## src/design/acs_consts.svh

```systemverilog
/*
 * Register offsets, field positions, reset values and timing counts of the
 * converter sequencer.
 * Assumes inclusion by bare name from design files compiled after it.
 */
`ifndef ACS_CONSTS_SVH
`define ACS_CONSTS_SVH

// ****************************************************************
// Register byte offsets on the APB bus.
// ****************************************************************
`define ACS_OFF_CTRL0       8'h00
`define ACS_OFF_CTRL1       8'h04
`define ACS_OFF_CTRL2       8'h08
`define ACS_OFF_RESH        8'h0c
`define ACS_OFF_RESL        8'h10
`define ACS_OFF_INTC        8'h14

// ****************************************************************
// Field positions.
// ****************************************************************
`define ACS_C0_START        7
`define ACS_C0_BUSY         6
`define ACS_C0_PWR          5
`define ACS_C0_CH_LSB       0
`define ACS_C1_INS_LSB      4
`define ACS_C1_DIV_LSB      0
`define ACS_C2_FMT          7
`define ACS_C2_AMPIN        4
`define ACS_C2_REF_LSB      2
`define ACS_C2_GAIN_LSB     0
`define ACS_IC_GIE          0
`define ACS_IC_CIE          1
`define ACS_IC_FLAG         2

// ****************************************************************
// Reset values and timing counts.
// ****************************************************************
`define ACS_RST_BYTE        8'h00
`define ACS_SAMPLE_TICKS    3'd4
`define ACS_CONV_TICKS      4'd12
`define ACS_RES_MSB         4'd11

`endif

```

## src/design/acs_pkg.sv

```systemverilog
/*
 * Types shared by the converter sequencer files.
 * Assumes nothing of its surroundings.
 */
package acs_pkg;

    // Sequencer states, one-hot.
    typedef enum logic [2:0] {
        ACS_IDLE = 3'b001,
        ACS_SAMP = 3'b010,
        ACS_CONV = 3'b100
    } acs_state_t;

endpackage

```

## src/design/acs_clkdiv.sv

```systemverilog
/*
 * Converter clock divider: one tick every 2**sel system clocks.
 * Assumes sel is a registered field on the same clock and clr restarts the
 * phase so that a conversion begins on a full converter clock period.
 */
`timescale 1ns/10ps
`default_nettype none

module acs_clkdiv (
    // Clock, reset and enable.
    input  wire logic       clk,
    input  wire logic       rst_n,
    input  wire logic       ce,
    // Control.
    input  wire logic       clr,
    input  wire logic [2:0] sel,
    // Converter clock tick.
    output logic            tick
);

    logic [6:0] cnt_q;
    logic [6:0] cnt_d;
    logic [6:0] mask;

    // Terminal count is 2**sel - 1; 000 ticks every cycle, 111 every 128.
    assign mask  = 7'((8'h01 << sel) - 8'h01);
    assign tick  = ce && !clr && (cnt_q == mask); // RQ7
    assign cnt_d = (clr || tick) ? 7'h00 : 7'(cnt_q + 7'h01);

    // Phase counter.
    always_ff @(posedge clk or negedge rst_n) begin
        if (!rst_n) begin
            cnt_q <= 7'h00;
        end else if (ce) begin
            cnt_q <= cnt_d;
        end
    end

    // A tick only ever falls at the selected terminal count.
    property p_div_period;
        @(posedge clk) disable iff (!rst_n)
        tick |-> (cnt_q == mask) && (cnt_q <= 7'h7f);
    endproperty
    a_div_period: assert property (p_div_period) else $error("divider tick off period"); // RQ7

endmodule

`default_nettype wire

```

## src/design/acs_sequencer.sv

```systemverilog
/*
 * Converter conversion sequencer with APB register file.
 * Assumes an APB master on MCLK and a comparator macro on MCLK that
 * answers the trial code in ADC_DAC within the same cycle.
 */
// How it works
// RQ1: Start bit low-high-low begins a conversion.
// RQ2: Busy flag set once conversion starts.
// RQ3: Busy flag clears when conversion finishes.
// RQ4: End of conversion sets the request flag.
// RQ5: Interrupt needs both global and converter enables.
// RQ6: Software may poll busy instead of interrupts.
// RQ7: Converter clock is system clock over 2**select.
// RQ8: Software keeps converter clock period in range.
// RQ9: Converter powered only while power enable high.
// RQ10: Software waits settling after power enable.
// RQ11: Software clears power enable when unused.
// RQ12: Four sample ticks then twelve conversion ticks.
// RQ13: Bus stays serviced while converting.
// RQ14: Codes 0000, 0100, 11xx pick external channel.
// RQ15: Internal codes disconnect the external channel.
// RQ16: Software configures the shared pin function.
// RQ17: Format bit arranges result across bytes.
// RQ18: Amplifier settings apply only with amplified reference.
// RQ19: Finished result held in result byte registers.
// RQ20: Software configures everything before the start.
// RQ21: Result is twelve bits, all ones full scale.
// RQ22: Reference codes: supply, pin, amplifier output.
// RQ23: Left or right alignment, unused bits zero.
// RQ24: Start while busy restarts the conversion.
`timescale 1ns/10ps
`default_nettype none

`include "acs_consts.svh"

module acs_sequencer (
    // Clock, reset and enable.
    input  wire logic        MCLK,
    input  wire logic        NRST,
    input  wire logic        CE,
    // APB slave.
    input  wire logic        PSEL,
    input  wire logic        PENABLE,
    input  wire logic        PWRITE,
    input  wire logic [7:0]  PADDR,
    input  wire logic [31:0] PWDATA,
    output logic [31:0]      PRDATA,
    output logic             PREADY,
    output logic             PSLVERR,
    // Analog macro control.
    input  wire logic        ADC_COMP,
    output logic             ADC_PWR_EN,
    output logic             ADC_SAMPLE,
    output logic [11:0]      ADC_DAC,
    output logic             ADC_EXT_EN,
    output logic [3:0]       ADC_CH_SEL,
    output logic [3:0]       ADC_INT_SEL,
    output logic [1:0]       ADC_REF_SEL,
    output logic             ADC_AMP_EN,
    output logic             ADC_AMP_IN,
    output logic [1:0]       ADC_AMP_GAIN,
    // Interrupt request toward the converter vector.
    output logic             IRQ
);

    // ****************************************************************
    // Bus decode.
    // ****************************************************************
    logic       acc_first;
    logic       wr_en;
    logic       rd_cap;
    logic       hit_c0;
    logic       hit_c1;
    logic       hit_c2;
    logic       hit_rh;
    logic       hit_rl;
    logic       hit_ic;
    logic       hit_any;
    logic [7:0] rd_byte;

    // One wait state: ready rises the cycle after the access phase begins.
    assign acc_first = PSEL && PENABLE && !PREADY;
    assign wr_en     = PSEL && PENABLE && PREADY && PWRITE;
    assign rd_cap    = acc_first && !PWRITE;
    assign hit_c0    = (PADDR == `ACS_OFF_CTRL0);
    assign hit_c1    = (PADDR == `ACS_OFF_CTRL1);
    assign hit_c2    = (PADDR == `ACS_OFF_CTRL2);
    assign hit_rh    = (PADDR == `ACS_OFF_RESH);
    assign hit_rl    = (PADDR == `ACS_OFF_RESL);
    assign hit_ic    = (PADDR == `ACS_OFF_INTC);
    assign hit_any   = hit_c0 || hit_c1 || hit_c2 || hit_rh || hit_rl || hit_ic;

    // ****************************************************************
    // Control registers.
    // ****************************************************************
    logic        start_q;
    logic        pwr_q;
    logic [3:0]  ch_q;
    logic [3:0]  ins_q;
    logic [2:0]  div_q;
    logic        fmt_q;
    logic        ampin_q;
    logic [1:0]  ref_q;
    logic [1:0]  gain_q;
    logic        gie_q;
    logic        cie_q;

    // Software-written fields; busy and the result are read-only.
    always_ff @(posedge MCLK or negedge NRST) begin
        if (!NRST) begin
            start_q <= 1'b0;
            pwr_q   <= 1'b0;
            ch_q    <= 4'h0;
            ins_q   <= 4'h0;
            div_q   <= 3'h0;
            fmt_q   <= 1'b0;
            ampin_q <= 1'b0;
            ref_q   <= 2'h0;
            gain_q  <= 2'h0;
            gie_q   <= 1'b0;
            cie_q   <= 1'b0;
        end else if (CE && wr_en) begin
            if (hit_c0) begin
                start_q <= PWDATA[`ACS_C0_START];
                pwr_q   <= PWDATA[`ACS_C0_PWR];
                ch_q    <= PWDATA[`ACS_C0_CH_LSB +: 4];
            end
            if (hit_c1) begin
                ins_q <= PWDATA[`ACS_C1_INS_LSB +: 4];
                div_q <= PWDATA[`ACS_C1_DIV_LSB +: 3];
            end
            if (hit_c2) begin
                fmt_q   <= PWDATA[`ACS_C2_FMT];
                ampin_q <= PWDATA[`ACS_C2_AMPIN];
                ref_q   <= PWDATA[`ACS_C2_REF_LSB +: 2];
                gain_q  <= PWDATA[`ACS_C2_GAIN_LSB +: 2];
            end
            if (hit_ic) begin
                gie_q <= PWDATA[`ACS_IC_GIE];
                cie_q <= PWDATA[`ACS_IC_CIE];
            end
        end
    end

    // ****************************************************************
    // Start detection and sequencing.
    // ****************************************************************
    acs_pkg::acs_state_t st_q;
    acs_pkg::acs_state_t st_d;
    logic                start_prev_q;
    logic                go;
    logic                tick;
    logic [2:0]          samp_q;
    logic [3:0]          bit_q;
    logic [11:0]         trial_q;
    logic [11:0]         trial_keep;
    logic [11:0]         trial_d;
    logic                conv_last;
    logic                busy_q;
    logic                flag_q;
    logic [11:0]         res_q;
    logic                flag_clr;

    // The falling edge of the start bit completes the low-high-low pulse;
    // an unpowered converter ignores it.
    assign go        = CE && start_prev_q && !start_q && pwr_q; // RQ1
    assign conv_last = (st_q == acs_pkg::ACS_CONV) && tick && (bit_q == 4'h0);
    assign flag_clr  = wr_en && hit_ic && !PWDATA[`ACS_IC_FLAG];

    // Successive approximation: keep the trial bit if the input is at or
    // above the trial code, then try the next lower bit.
    assign trial_keep = ADC_COMP ? trial_q : (trial_q & ~(12'h001 << bit_q)); // RQ21

    // The DAC shows the next trial code so that the comparator answers the
    // current one even when a tick falls on every cycle.
    assign trial_d = go ? 12'h800 :
                     (tick && st_q == acs_pkg::ACS_CONV && !conv_last) ?
                     (trial_keep | (12'h001 << (bit_q - 4'h1))) : trial_q;

    // Divider phase restarts on every start so sampling gets full periods.
    acs_clkdiv u_div (
        .clk   (MCLK),
        .rst_n (NRST),
        .ce    (CE),
        .clr   (go),
        .sel   (div_q),
        .tick  (tick)
    );

    // Next state; a fresh start wins over every other transition.
    always_comb begin
        st_d = st_q;
        unique case (st_q)
            acs_pkg::ACS_IDLE: begin
                st_d = acs_pkg::ACS_IDLE;
            end
            acs_pkg::ACS_SAMP: begin
                if (tick && samp_q == `ACS_SAMPLE_TICKS - 3'd1) begin
                    st_d = acs_pkg::ACS_CONV; // RQ12
                end
            end
            acs_pkg::ACS_CONV: begin
                if (conv_last) begin
                    st_d = acs_pkg::ACS_IDLE;
                end
            end
            default: begin
                st_d = acs_pkg::ACS_IDLE;
            end
        endcase
        if (go) begin
            st_d = acs_pkg::ACS_SAMP; // RQ24
        end
        if (!pwr_q) begin
            st_d = acs_pkg::ACS_IDLE; // RQ9
        end
    end

    // Sequencer state, sample counter and trial code.
    always_ff @(posedge MCLK or negedge NRST) begin
        if (!NRST) begin
            st_q         <= acs_pkg::ACS_IDLE;
            start_prev_q <= 1'b0;
            samp_q       <= 3'h0;
            bit_q        <= 4'h0;
            trial_q      <= 12'h000;
        end else if (CE) begin
            st_q         <= st_d;
            start_prev_q <= start_q;
            if (go) begin
                samp_q  <= 3'h0;
                bit_q   <= `ACS_RES_MSB;
                trial_q <= 12'h800;
            end else if (tick && st_q == acs_pkg::ACS_SAMP) begin
                samp_q <= 3'(samp_q + 3'h1);
            end else if (tick && st_q == acs_pkg::ACS_CONV && !conv_last) begin
                bit_q   <= 4'(bit_q - 4'h1);
                trial_q <= trial_keep | (12'h001 << (bit_q - 4'h1));
            end
        end
    end

    // Busy, request flag and result; hardware set beats software clear.
    always_ff @(posedge MCLK or negedge NRST) begin
        if (!NRST) begin
            busy_q <= 1'b0;
            flag_q <= 1'b0;
            res_q  <= 12'h000;
        end else if (CE) begin
            busy_q <= (st_d != acs_pkg::ACS_IDLE); // RQ2 RQ3
            if (conv_last && !go) begin
                flag_q <= 1'b1; // RQ4
                res_q  <= trial_keep; // RQ19
            end else if (flag_clr) begin
                flag_q <= 1'b0;
            end
        end
    end

    // ****************************************************************
    // Read path and outputs.
    // ****************************************************************
    logic [7:0] res_hi;
    logic [7:0] res_lo;
    logic       ext_sel;

    // Format 0 left-aligns, format 1 right-aligns; spare bits read zero.
    assign res_hi  = fmt_q ? {4'h0, res_q[11:8]} : res_q[11:4]; // RQ17 RQ23
    assign res_lo  = fmt_q ? res_q[7:0] : {res_q[3:0], 4'h0}; // RQ23
    assign ext_sel = (ins_q[1:0] == 2'b00 && !ins_q[3]) || (ins_q[3:2] == 2'b11); // RQ14 RQ15
    assign rd_byte = hit_c0 ? {1'b0, busy_q, pwr_q, 1'b0, ch_q} :
                     hit_c1 ? {ins_q, 1'b0, div_q} :
                     hit_c2 ? {fmt_q, 2'b00, ampin_q, ref_q, gain_q} :
                     hit_rh ? res_hi :
                     hit_rl ? res_lo :
                     hit_ic ? {5'h00, flag_q, cie_q, gie_q} : `ACS_RST_BYTE;

    // Bus answer; one fixed wait state whatever the sequencer is doing, so software runs on.
    always_ff @(posedge MCLK or negedge NRST) begin
        if (!NRST) begin
            PREADY  <= 1'b0;
            PSLVERR <= 1'b0;
            PRDATA  <= 32'h0000_0000;
        end else if (CE) begin
            PREADY  <= acc_first; // RQ13
            PSLVERR <= acc_first && !hit_any;
            if (rd_cap) begin
                PRDATA <= {24'h00_0000, rd_byte};
            end
        end
    end

    // Analog-side controls, all registered.
    always_ff @(posedge MCLK or negedge NRST) begin
        if (!NRST) begin
            ADC_PWR_EN   <= 1'b0;
            ADC_SAMPLE   <= 1'b0;
            ADC_DAC      <= 12'h000;
            ADC_EXT_EN   <= 1'b0;
            ADC_CH_SEL   <= 4'h0;
            ADC_INT_SEL  <= 4'h0;
            ADC_REF_SEL  <= 2'h0;
            ADC_AMP_EN   <= 1'b0;
            ADC_AMP_IN   <= 1'b0;
            ADC_AMP_GAIN <= 2'h0;
            IRQ          <= 1'b0;
        end else if (CE) begin
            ADC_PWR_EN   <= pwr_q; // RQ9
            ADC_SAMPLE   <= (st_d == acs_pkg::ACS_SAMP);
            ADC_DAC      <= trial_d;
            ADC_EXT_EN   <= ext_sel && pwr_q;
            ADC_CH_SEL   <= ch_q;
            ADC_INT_SEL  <= ins_q;
            ADC_REF_SEL  <= ref_q; // RQ22
            // Amplifier settings are masked unless its output is the reference.
            ADC_AMP_EN   <= ref_q[1]; // RQ18
            ADC_AMP_IN   <= ref_q[1] && ampin_q;
            ADC_AMP_GAIN <= ref_q[1] ? gain_q : 2'h0;
            IRQ          <= flag_q && gie_q && cie_q; // RQ5
        end
    end

    // ****************************************************************
    // Assertions.
    // ****************************************************************
    property p_start_busy;
        @(posedge MCLK) disable iff (!NRST)
        go |=> busy_q && st_q == acs_pkg::ACS_SAMP;
    endproperty
    a_start_busy: assert property (p_start_busy) else $error("start not taken"); // RQ2

    property p_done;
        @(posedge MCLK) disable iff (!NRST)
        conv_last && !go && pwr_q |=> !busy_q && flag_q;
    endproperty
    a_done: assert property (p_done) else $error("end of conversion missed"); // RQ3

    property p_samp_len;
        @(posedge MCLK) disable iff (!NRST)
        $rose(st_q == acs_pkg::ACS_CONV) |-> $past(samp_q) == 3'd3;
    endproperty
    a_samp_len: assert property (p_samp_len) else $error("sample phase length wrong"); // RQ12

    property p_irq_gate;
        @(posedge MCLK) disable iff (!NRST)
        CE && flag_q && gie_q && cie_q |=> IRQ;
    endproperty
    a_irq_gate: assert property (p_irq_gate) else $error("interrupt not raised"); // RQ5

    property p_irq_off;
        @(posedge MCLK) disable iff (!NRST)
        IRQ |-> $past(gie_q) && $past(cie_q) && $past(flag_q);
    endproperty
    a_irq_off: assert property (p_irq_off) else $error("interrupt without enables"); // RQ5

    property p_ext_off;
        @(posedge MCLK) disable iff (!NRST)
        CE && !ins_q[3] && ins_q[1:0] != 2'b00 |=> !ADC_EXT_EN;
    endproperty
    a_ext_off: assert property (p_ext_off) else $error("external channel left on"); // RQ15

    property p_pwr_idle;
        @(posedge MCLK) disable iff (!NRST)
        CE && !pwr_q |=> !busy_q && !ADC_PWR_EN;
    endproperty
    a_pwr_idle: assert property (p_pwr_idle) else $error("unpowered converter active"); // RQ9

    property p_hold;
        @(posedge MCLK) disable iff (!NRST)
        !conv_last |=> $stable(res_q);
    endproperty
    a_hold: assert property (p_hold) else $error("result changed while held"); // RQ19

    property p_fmt_right;
        @(posedge MCLK) disable iff (!NRST)
        CE && rd_cap && hit_rh && fmt_q |=> PRDATA[31:4] == 28'h000_0000;
    endproperty
    a_fmt_right: assert property (p_fmt_right) else $error("spare result bits set"); // RQ23

    property p_restart;
        @(posedge MCLK) disable iff (!NRST)
        go && busy_q |=> !$changed(flag_q) || !flag_q;
    endproperty
    a_restart: assert property (p_restart) else $error("aborted conversion flagged"); // RQ24

    c_conv_done: cover property (@(posedge MCLK) disable iff (!NRST) conv_last);
    c_restart: cover property (@(posedge MCLK) disable iff (!NRST) go && busy_q);
    c_irq: cover property (@(posedge MCLK) disable iff (!NRST) $rose(IRQ));

endmodule

`default_nettype wire

```

## config.mk

```make
export PLATFORM = sky130hd
export DESIGN_NAME = acs_sequencer
export DESIGN_NICKNAME = d
export VERILOG_FILES = /design/src/design/acs_pkg.sv /design/src/design/acs_clkdiv.sv /design/src/design/acs_sequencer.sv
export VERILOG_INCLUDE_DIRS = /design/src /design/src/design
export SDC_FILE = /design/constraint.sdc
export NUM_CORES = 1
export LEC_CHECK = 0
export ABC_AREA = 1
export BUFFER_PORTS_ARGS = -buffer_cell sky130_fd_sc_hd__buf_2
export CELL_PAD_IN_SITES_DETAIL_PLACEMENT = 0
export CELL_PAD_IN_SITES_GLOBAL_PLACEMENT = 1
export CORE_MARGIN = 5
export CORE_UTILIZATION = 36
export DETAILED_ROUTE_END_ITERATION = 10
export GPL_TIMING_DRIVEN = 0
export PLACE_DENSITY = 0.86
export SLEW_MARGIN = 20
export SYNTH_ARGS = -nofsm -noshare
export SYNTH_HDL_FRONTEND = slang
export SYNTH_SLANG_ARGS = --single-unit
```

## constraint.sdc

```tcl
create_clock -name MCLK -period 1.8 [get_ports MCLK]
set_clock_uncertainty 0.2 [all_clocks]
set_input_delay 0.09 -clock MCLK [delete_from_list [all_inputs] [get_ports MCLK]]
set_output_delay 0.09 -clock MCLK [all_outputs]
set_load 0.005 [all_outputs]
```

==> reports/results.ini, run 1 <==
[layout]
layout.nets = 877
final_util = 0.477
area_delta_synth_final_pct = 28.9
multi_input_area_um2 = 2570
design_area_um2 = 6950
fill_cells = 1442
antenna_cells = 0
seq_area_um2 = 2610
layout-drive-gt1-share = 0.247

[place]
dpl_cell_area_um2 = 6070
dpl.hpwl_um = 10500
gp_congestion = 0.882
port_buffers = 62

[timing]
setup_ws_ns = -0.270
slew_viol_final = 0
timing.fmax_mhz = 483
whs_ns = 0.0161
rsz0062_at_grt = true
setup_viol = 55
fin_crit_ns = 2.07
slew_headroom = 0.555
fin_crit_sh = 1.15
tightest_slew_ns = 0.668
hold_violations = 0

[setup_path]
worstSetupStartpointType = register
critical-path-max-stage-delay_ns = 0.42
worstPathArrival_ns = 2.11
end_kind = register
r2r_start = bit_q[1]
critPathKind = register to register
r2r_end = ADC_DAC[0]
cp.required_ns = 1.84
path_cells = inv_1 -> ha_2 -> inv_1 -> nor2_1 -> nand2_2 -> o21ai_2 -> o21ai_2 -> nand3_4 -> nand2_2 -> nand3_1 -> nand2_1
timing.critical_path.buf_inv = 2
crit_path_top_delay_cell = dfrtp_1
rrSetupSlack_ns = -0.27
ff2ff_path_depth = 11
critical_path_peak_fanout = 6
cpLargestDelayFamily = simple AND/OR/NAND/NOR gates

[hold_path]
min_path_cells = 4
hold_class = input port to register
hold_path_end = res_q[8]
hold_start = ADC_COMP

[outcome]
violations = negative setup slack
status = finished with violations

[grt]
use_met1 = 0.227
grt_pass1_wl_um = 23500
use_met2 = 0.260
antenna_found_initial = 0
grt_pass1_vias = 4634
grt-ovfl-total = 0
grt_use_total = 0.164
use_met3 = 0.0359
top_usage_layer = met2
grt_max_degree = 54

[die]
start_util = 0.370
dieArea_um2 = 17500
num_rows = 44
pin_count = 111
dieHeight_um = 132
core_um2 = 14600
dieWidth_um = 132

[power_and_ir_drop]
finalPower_mw = 5.25
vdd_drop_max_v = 0.000458
power_density_nw_per_um2 = 756
leakagePower_nw = 3.74

[yosys]
synth_edf_count = 0
seq_area_frac_synth = 0.483
ys_async_sr_fraction = 1.00
ys_warn_count = 0
synthesis.area_per_instance_um2 = 7.80
synth_top_flop_cell = dfrtp_1
ys_types = 39
syn-instance-count = 691
netlist_area_um2 = 5390
ys_seq_elements = 104

[route]
vias = 4828
totalWireLength_um = 14800
drt_iter0_drc = 406
antenna_left = 0
drt-wirelength-per-cell_um = 14.6
firstDrtPassIters = 5
via_per_inst = 4.78
drcViolationCount = 0

[clock_tree]
clock_sinks = 104
cts-root-buf = clkbuf_16
clk_pin_slew_ns = 0.07
clk_path_buf_depth = 2
h-tree-depth = 3
cts_tree = built
cts_made_buffers = 9
clkLatencyLatePin_ns = 0.36

[run]
max-cap-violations = 0

==> cells by family (layout without fill, tap and decap cells) <==
family,Yosys count,count (layout),synth area share
simple gates,333,333,0.258
mux,1,1,0.00209
flops,104,104,0.483
buf+inv,114,227,0.103
other cells,1,24,0.000695
fa+ha+maj,8,8,0.0186
compound gates,123,123,0.124
xor+xnor,7,7,0.0114
==> how the worst max path moves through the flow <==
stage	from	endpoint	slack [ns]	cells after the start
after floorplan	div_q[1]	res_q[11]	-0.02	12
after global placement	NRST	ADC_DAC[9]	-0.77	1
after detailed placement	pwr_q	ADC_DAC[10]	-0.44	12
after CTS	div_q[2]	ADC_DAC[0]	-0.20	12
after global routing	div_q[2]	ADC_DAC[9]	-0.37	12
final	bit_q[1]	ADC_DAC[0]	-0.27	11
==> Yosys cell counts (2+ instances only) <==
| cell | count | area (µm²) |
|---|---|---|
| a21oi_1 | 29 | 145 |
| a22oi_1 | 2 | 15.0 |
| a31oi_1 | 4 | 25.0 |
| buf_2 | 5 | 25.0 |
| buf_4 | 26 | 195 |
| buf_6 | 3 | 33.8 |
| clkbuf_1 | 11 | 41.3 |
| clkinv_1 | 2 | 7.51 |
| dfrtp_1 | 103 | 2580 |
| ha_1 | 8 | 100 |
| inv_1 | 65 | 244 |
| inv_2 | 2 | 7.51 |
| nand2_1 | 219 | 822 |
| nand2_4 | 2 | 22.5 |
| nand3_1 | 60 | 300 |
| nand4_1 | 2 | 12.5 |
| nor2_1 | 37 | 139 |
| nor3_1 | 5 | 25.0 |
| o2111ai_1 | 2 | 17.5 |
| o211ai_1 | 5 | 37.5 |
| o21ai_0 | 64 | 320 |
| o21ai_1 | 8 | 40.0 |
| o21bai_1 | 4 | 30.0 |
| o22ai_1 | 2 | 12.5 |
| or2_2 | 2 | 12.5 |
| xor2_1 | 6 | 52.6 |
==> per-layer routing <==
metal / up-vias / share of wire
met5: - / 0
met4: 0 / 0.011
met3: 13 / 0.050
met2: 110 / 0.47
met1: 2255 / 0.47
li1: 2450 / -
==> registers in the layout, summed over array words and instances (netlist names), 2 cells and up <==
signal        cells
ins_q             4
ref_q             2
ADC_CH_SEL        4
ADC_AMP_GAIN      2
PRDATA            8
ADC_REF_SEL       2
res_q            12
div_q             3
ch_q              4
u_div.cnt_q       7
gain_q            2
ADC_INT_SEL       4
ADC_DAC          12
samp_q            3
bit_q             4
st_q              3
trial_q          12
==> metrics by stage <==
step	setup slack (ns)	setup TNS, ns	cells
after floorplan	-0.0249	-0.171	714
after global placement	-0.774	-96.29	960
after detailed placement	-0.436	-17.35	961
after CTS	-0.195	-5.65	1000
after global routing	-0.372	-14.81	1011
final	-0.270	-9.58	1011
==> cells in the final DEF, fill, tap and decap left out, drive strengths merged, types with 6 or more instances in the layout <==
| cell type | synthesis | layout |
|---|---|---|
| a21oi | 29 | 29 |
| buf | 34 | 119 |
| clkbuf | 11 | 19 |
| conb | 1 | 24 |
| dfrtp | 103 | 103 |
| dlygate4sd3 | 0 | 13 |
| ha | 8 | 8 |
| inv | 67 | 71 |
| nand2 | 221 | 221 |
| nand3 | 61 | 61 |
| nor2 | 39 | 39 |
| nor3 | 6 | 6 |
| o21ai | 72 | 72 |
| xor2 | 6 | 6 |
==> what timing repair did <==
| item | CTS | global route |
|---|---|---|
| pin swaps | 5 | 11 |
| gates cloned | 1 | 3 |
| gates resized for setup | 26 | 65 |
| hold buffers | 13 | 0 |
| setup endpoints to repair | 60 | 74 |
| buffers inserted | 10 | 8 |
| endpoints found under the hold margin | 131 | 0 |
==> worst register-to-register path, cell delays in order, from the launching register on <==
cell and delay (ns):
dfrtp_1 0.42, inv_1 0.13, ha_2 0.23, inv_1 0.07, nor2_1 0.13, nand2_2 0.15
o21ai_2 0.22, o21ai_2 0.10, nand3_4 0.10, nand2_2 0.05, nand3_1 0.07, nand2_1 0.08
==> where the power goes <==
group | internal (mW) | leakage, nW | switching [mW] | total (mW)
Sequential | 2.42 | 1.39 | 0.0801 | 2.50
Combinational | 0.262 | 2.20 | 0.414 | 0.675
Clock | 1.11 | 0.149 | 0.971 | 2.08
Total | 3.79 | 3.74 | 1.46 | 5.25
==> layout make-up <==
class / instances / share of cell area
plain buffers: 44 / 0.0434
clock buffers: 9 / 0.0324
clock inverters: 7 / 0.0121
inverters: 69 / 0.0387
multi-input cells: 496 / 0.370
flip-flops and latches: 104 / 0.375
well taps: 184 / 0.0331
repair buffers: 98 / 0.0952
No activity file was read; power rests on OpenSTA's default activity.
==> inputs of run 2 (changes only) <==
CORE_ASPECT_RATIO = 0.8   (was default)
==> reports/results.ini, run 2 (synthesis gave the netlist of run 1 again) <==
[outcome]
status = finished with violations
violations = negative setup slack

[timing]
timing.fmax_mhz = 481
hold_violations = 0
tightest_slew_ns = 0.658
rsz0062_at_grt = true
slew_viol_final = 0
setup_viol = 49
setup_ws_ns = -0.280
slew_headroom = 0.562
fin_crit_sh = 1.16
fin_crit_ns = 2.08

[layout]
layout_common_cells = 195 x nand2_1, 99 x dfrtp_1, 67 x buf_2
fill_cells = 1443
antenna_cells = 0
multi_input_area_um2 = 2640
final_common_cell = nand2_1
layout.nets = 876
largestRegisters = ADC_DAC (12), res_q (12), trial_q (12)
layout-drive-gt1-share = 0.274
stdcell_count = 1015
seq_area_um2 = 2610
area_delta_synth_final_pct = 30.1
final_util = 0.472

[clock_tree]
clkLatencyLatePin_ns = 0.36
clock_sinks = 104
h-tree-depth = 3
clk_pin_slew_ns = 0.08
cts_tree = built
cts-root-buf = clkbuf_16
clk_path_buf_depth = 2
cts_made_buffers = 9

[setup_path]
critPathKind = register to register
end_kind = register
worstSetupStartpointType = register
critical_path_peak_fanout = 5
cp.required_ns = 1.90
worstPathArrival_ns = 2.18

[hold_path]
hold_class = input port to register

[die]
pin_count = 111
num_rows = 40
core_um2 = 14900
dieArea_um2 = 17500
dieWidth_um = 147
dieHeight_um = 119
start_util = 0.363

[grt]
antenna_found_initial = 0
grt_use_total = 0.164
grt-ovfl-total = 0
grt_pass1_wl_um = 23400
grt_max_degree = 55
grt_pass1_vias = 4536

[route]
drt-wirelength-per-cell_um = 14.3
via_per_inst = 4.80
totalWireLength_um = 14500
drcViolationCount = 0
vias = 4871
antenna_left = 0
drt_iter0_drc = 381
firstDrtPassIters = 5

[power_and_ir_drop]
power_density_nw_per_um2 = 741
vdd_drop_max_v = 0.000396
leakagePower_nw = 3.76

[place]
port_buffers = 62
dp.cells = 966
dpl.hpwl_um = 10300
gp_congestion = 0.844

[run]
max-cap-violations = 0

==> run 2: cell types whose count changed in the layout (fill, tap and decap cells not counted), sizes merged <==
cell and change:
clkinvlp -1, dlygate4sd3 +1, buf -2, bufinv -1
clkinv +2
==> run 2: per-layer routing <==
metal	global-route usage	wire length [µm]	part of all wire	vias to the layer above
met4	0.0259	104	0.0072	0
met2	0.237	6330	0.44	118
met1	0.253	7320	0.50	2280
li1	-	-	-	2463
met3	0.0365	757	0.052	10
met5	0	0	0	-
==> run 2: final timing paths <==
check	slack [ns]	cells after the start	start	endpoint
worst max register to register	-0.28	13	div_q[1]	ADC_DAC[8]
min in group asynchronous	0.04	2	NRST	PRDATA[6]
worst min register to register	0.27	2	ADC_INT_SEL[0]	ADC_INT_SEL[0]
worst max-delay path	-0.28	13	div_q[1]	ADC_DAC[8]
max in group asynchronous	0.73	3	NRST	ADC_DAC[11]
worst min-delay path	0.02	3	CE	IRQ
==> run 2: final cells by class <==
cell class | instances | share of cell area
Tap cell | 189 | 0.0337
Buffer | 44 | 0.0433
Multi-Input combinational cell | 496 | 0.376
Sequential cell | 104 | 0.372
Clock buffer | 9 | 0.0321
Inverter | 69 | 0.0387
Timing Repair Buffer | 97 | 0.0929
Clock inverter | 7 | 0.0119
==> run 2: metrics by stage <==
step	area [µm²]	power (mW)	setup TNS, ns	hold WS, ns	setup WS (ns)
2_1_floorplan	5490	2.92	-0.171	-0.406	-0.0249
4_1_cts	6690	5.17	-5.47	0.00410	-0.178
3_3_place_gp	6040	3.11	-94.55	0.131	-0.771
3_5_place_dp	6070	3.12	-15.90	-0.127	-0.390
6_report	7020	5.20	-9.23	0.0165	-0.280
5_1_grt	7020	5.44	-14.82	0.0232	-0.392
==> run 2: worst max-delay path, stage by stage (launching register included) <==
cell and delay (ns):
dfrtp_1 0.40, buf_6 0.16, nor2_4 0.11, nand2_2 0.07, nand2_1 0.06, nand2_1 0.05
nor2_1 0.12, nand3_2 0.14, nor2_4 0.24, buf_6 0.15, nand3_1 0.10, nand2_1 0.10
nand3_1 0.07, nand2_1 0.06
==> run 2: repair_timing <==
action / 4_1_cts / 5_1_grt
hold buffers: 14 / 0
setup endpoints to repair: 61 / 65
gates resized for setup: 29 / 91
pin swaps: 7 / 18
setup buffers: 10 / 7
hold endpoints to repair: 133 / 0
cloned: 2 / 2
==> run 2: where the power goes <==
group / leakage (nW) / internal, mW / total (mW) / switching (mW)
clock network: 0.150 / 0.997 / 2.03 / 1.03
registers: 1.39 / 2.42 / 2.51 / 0.0847
logic: 2.22 / 0.255 / 0.660 / 0.405
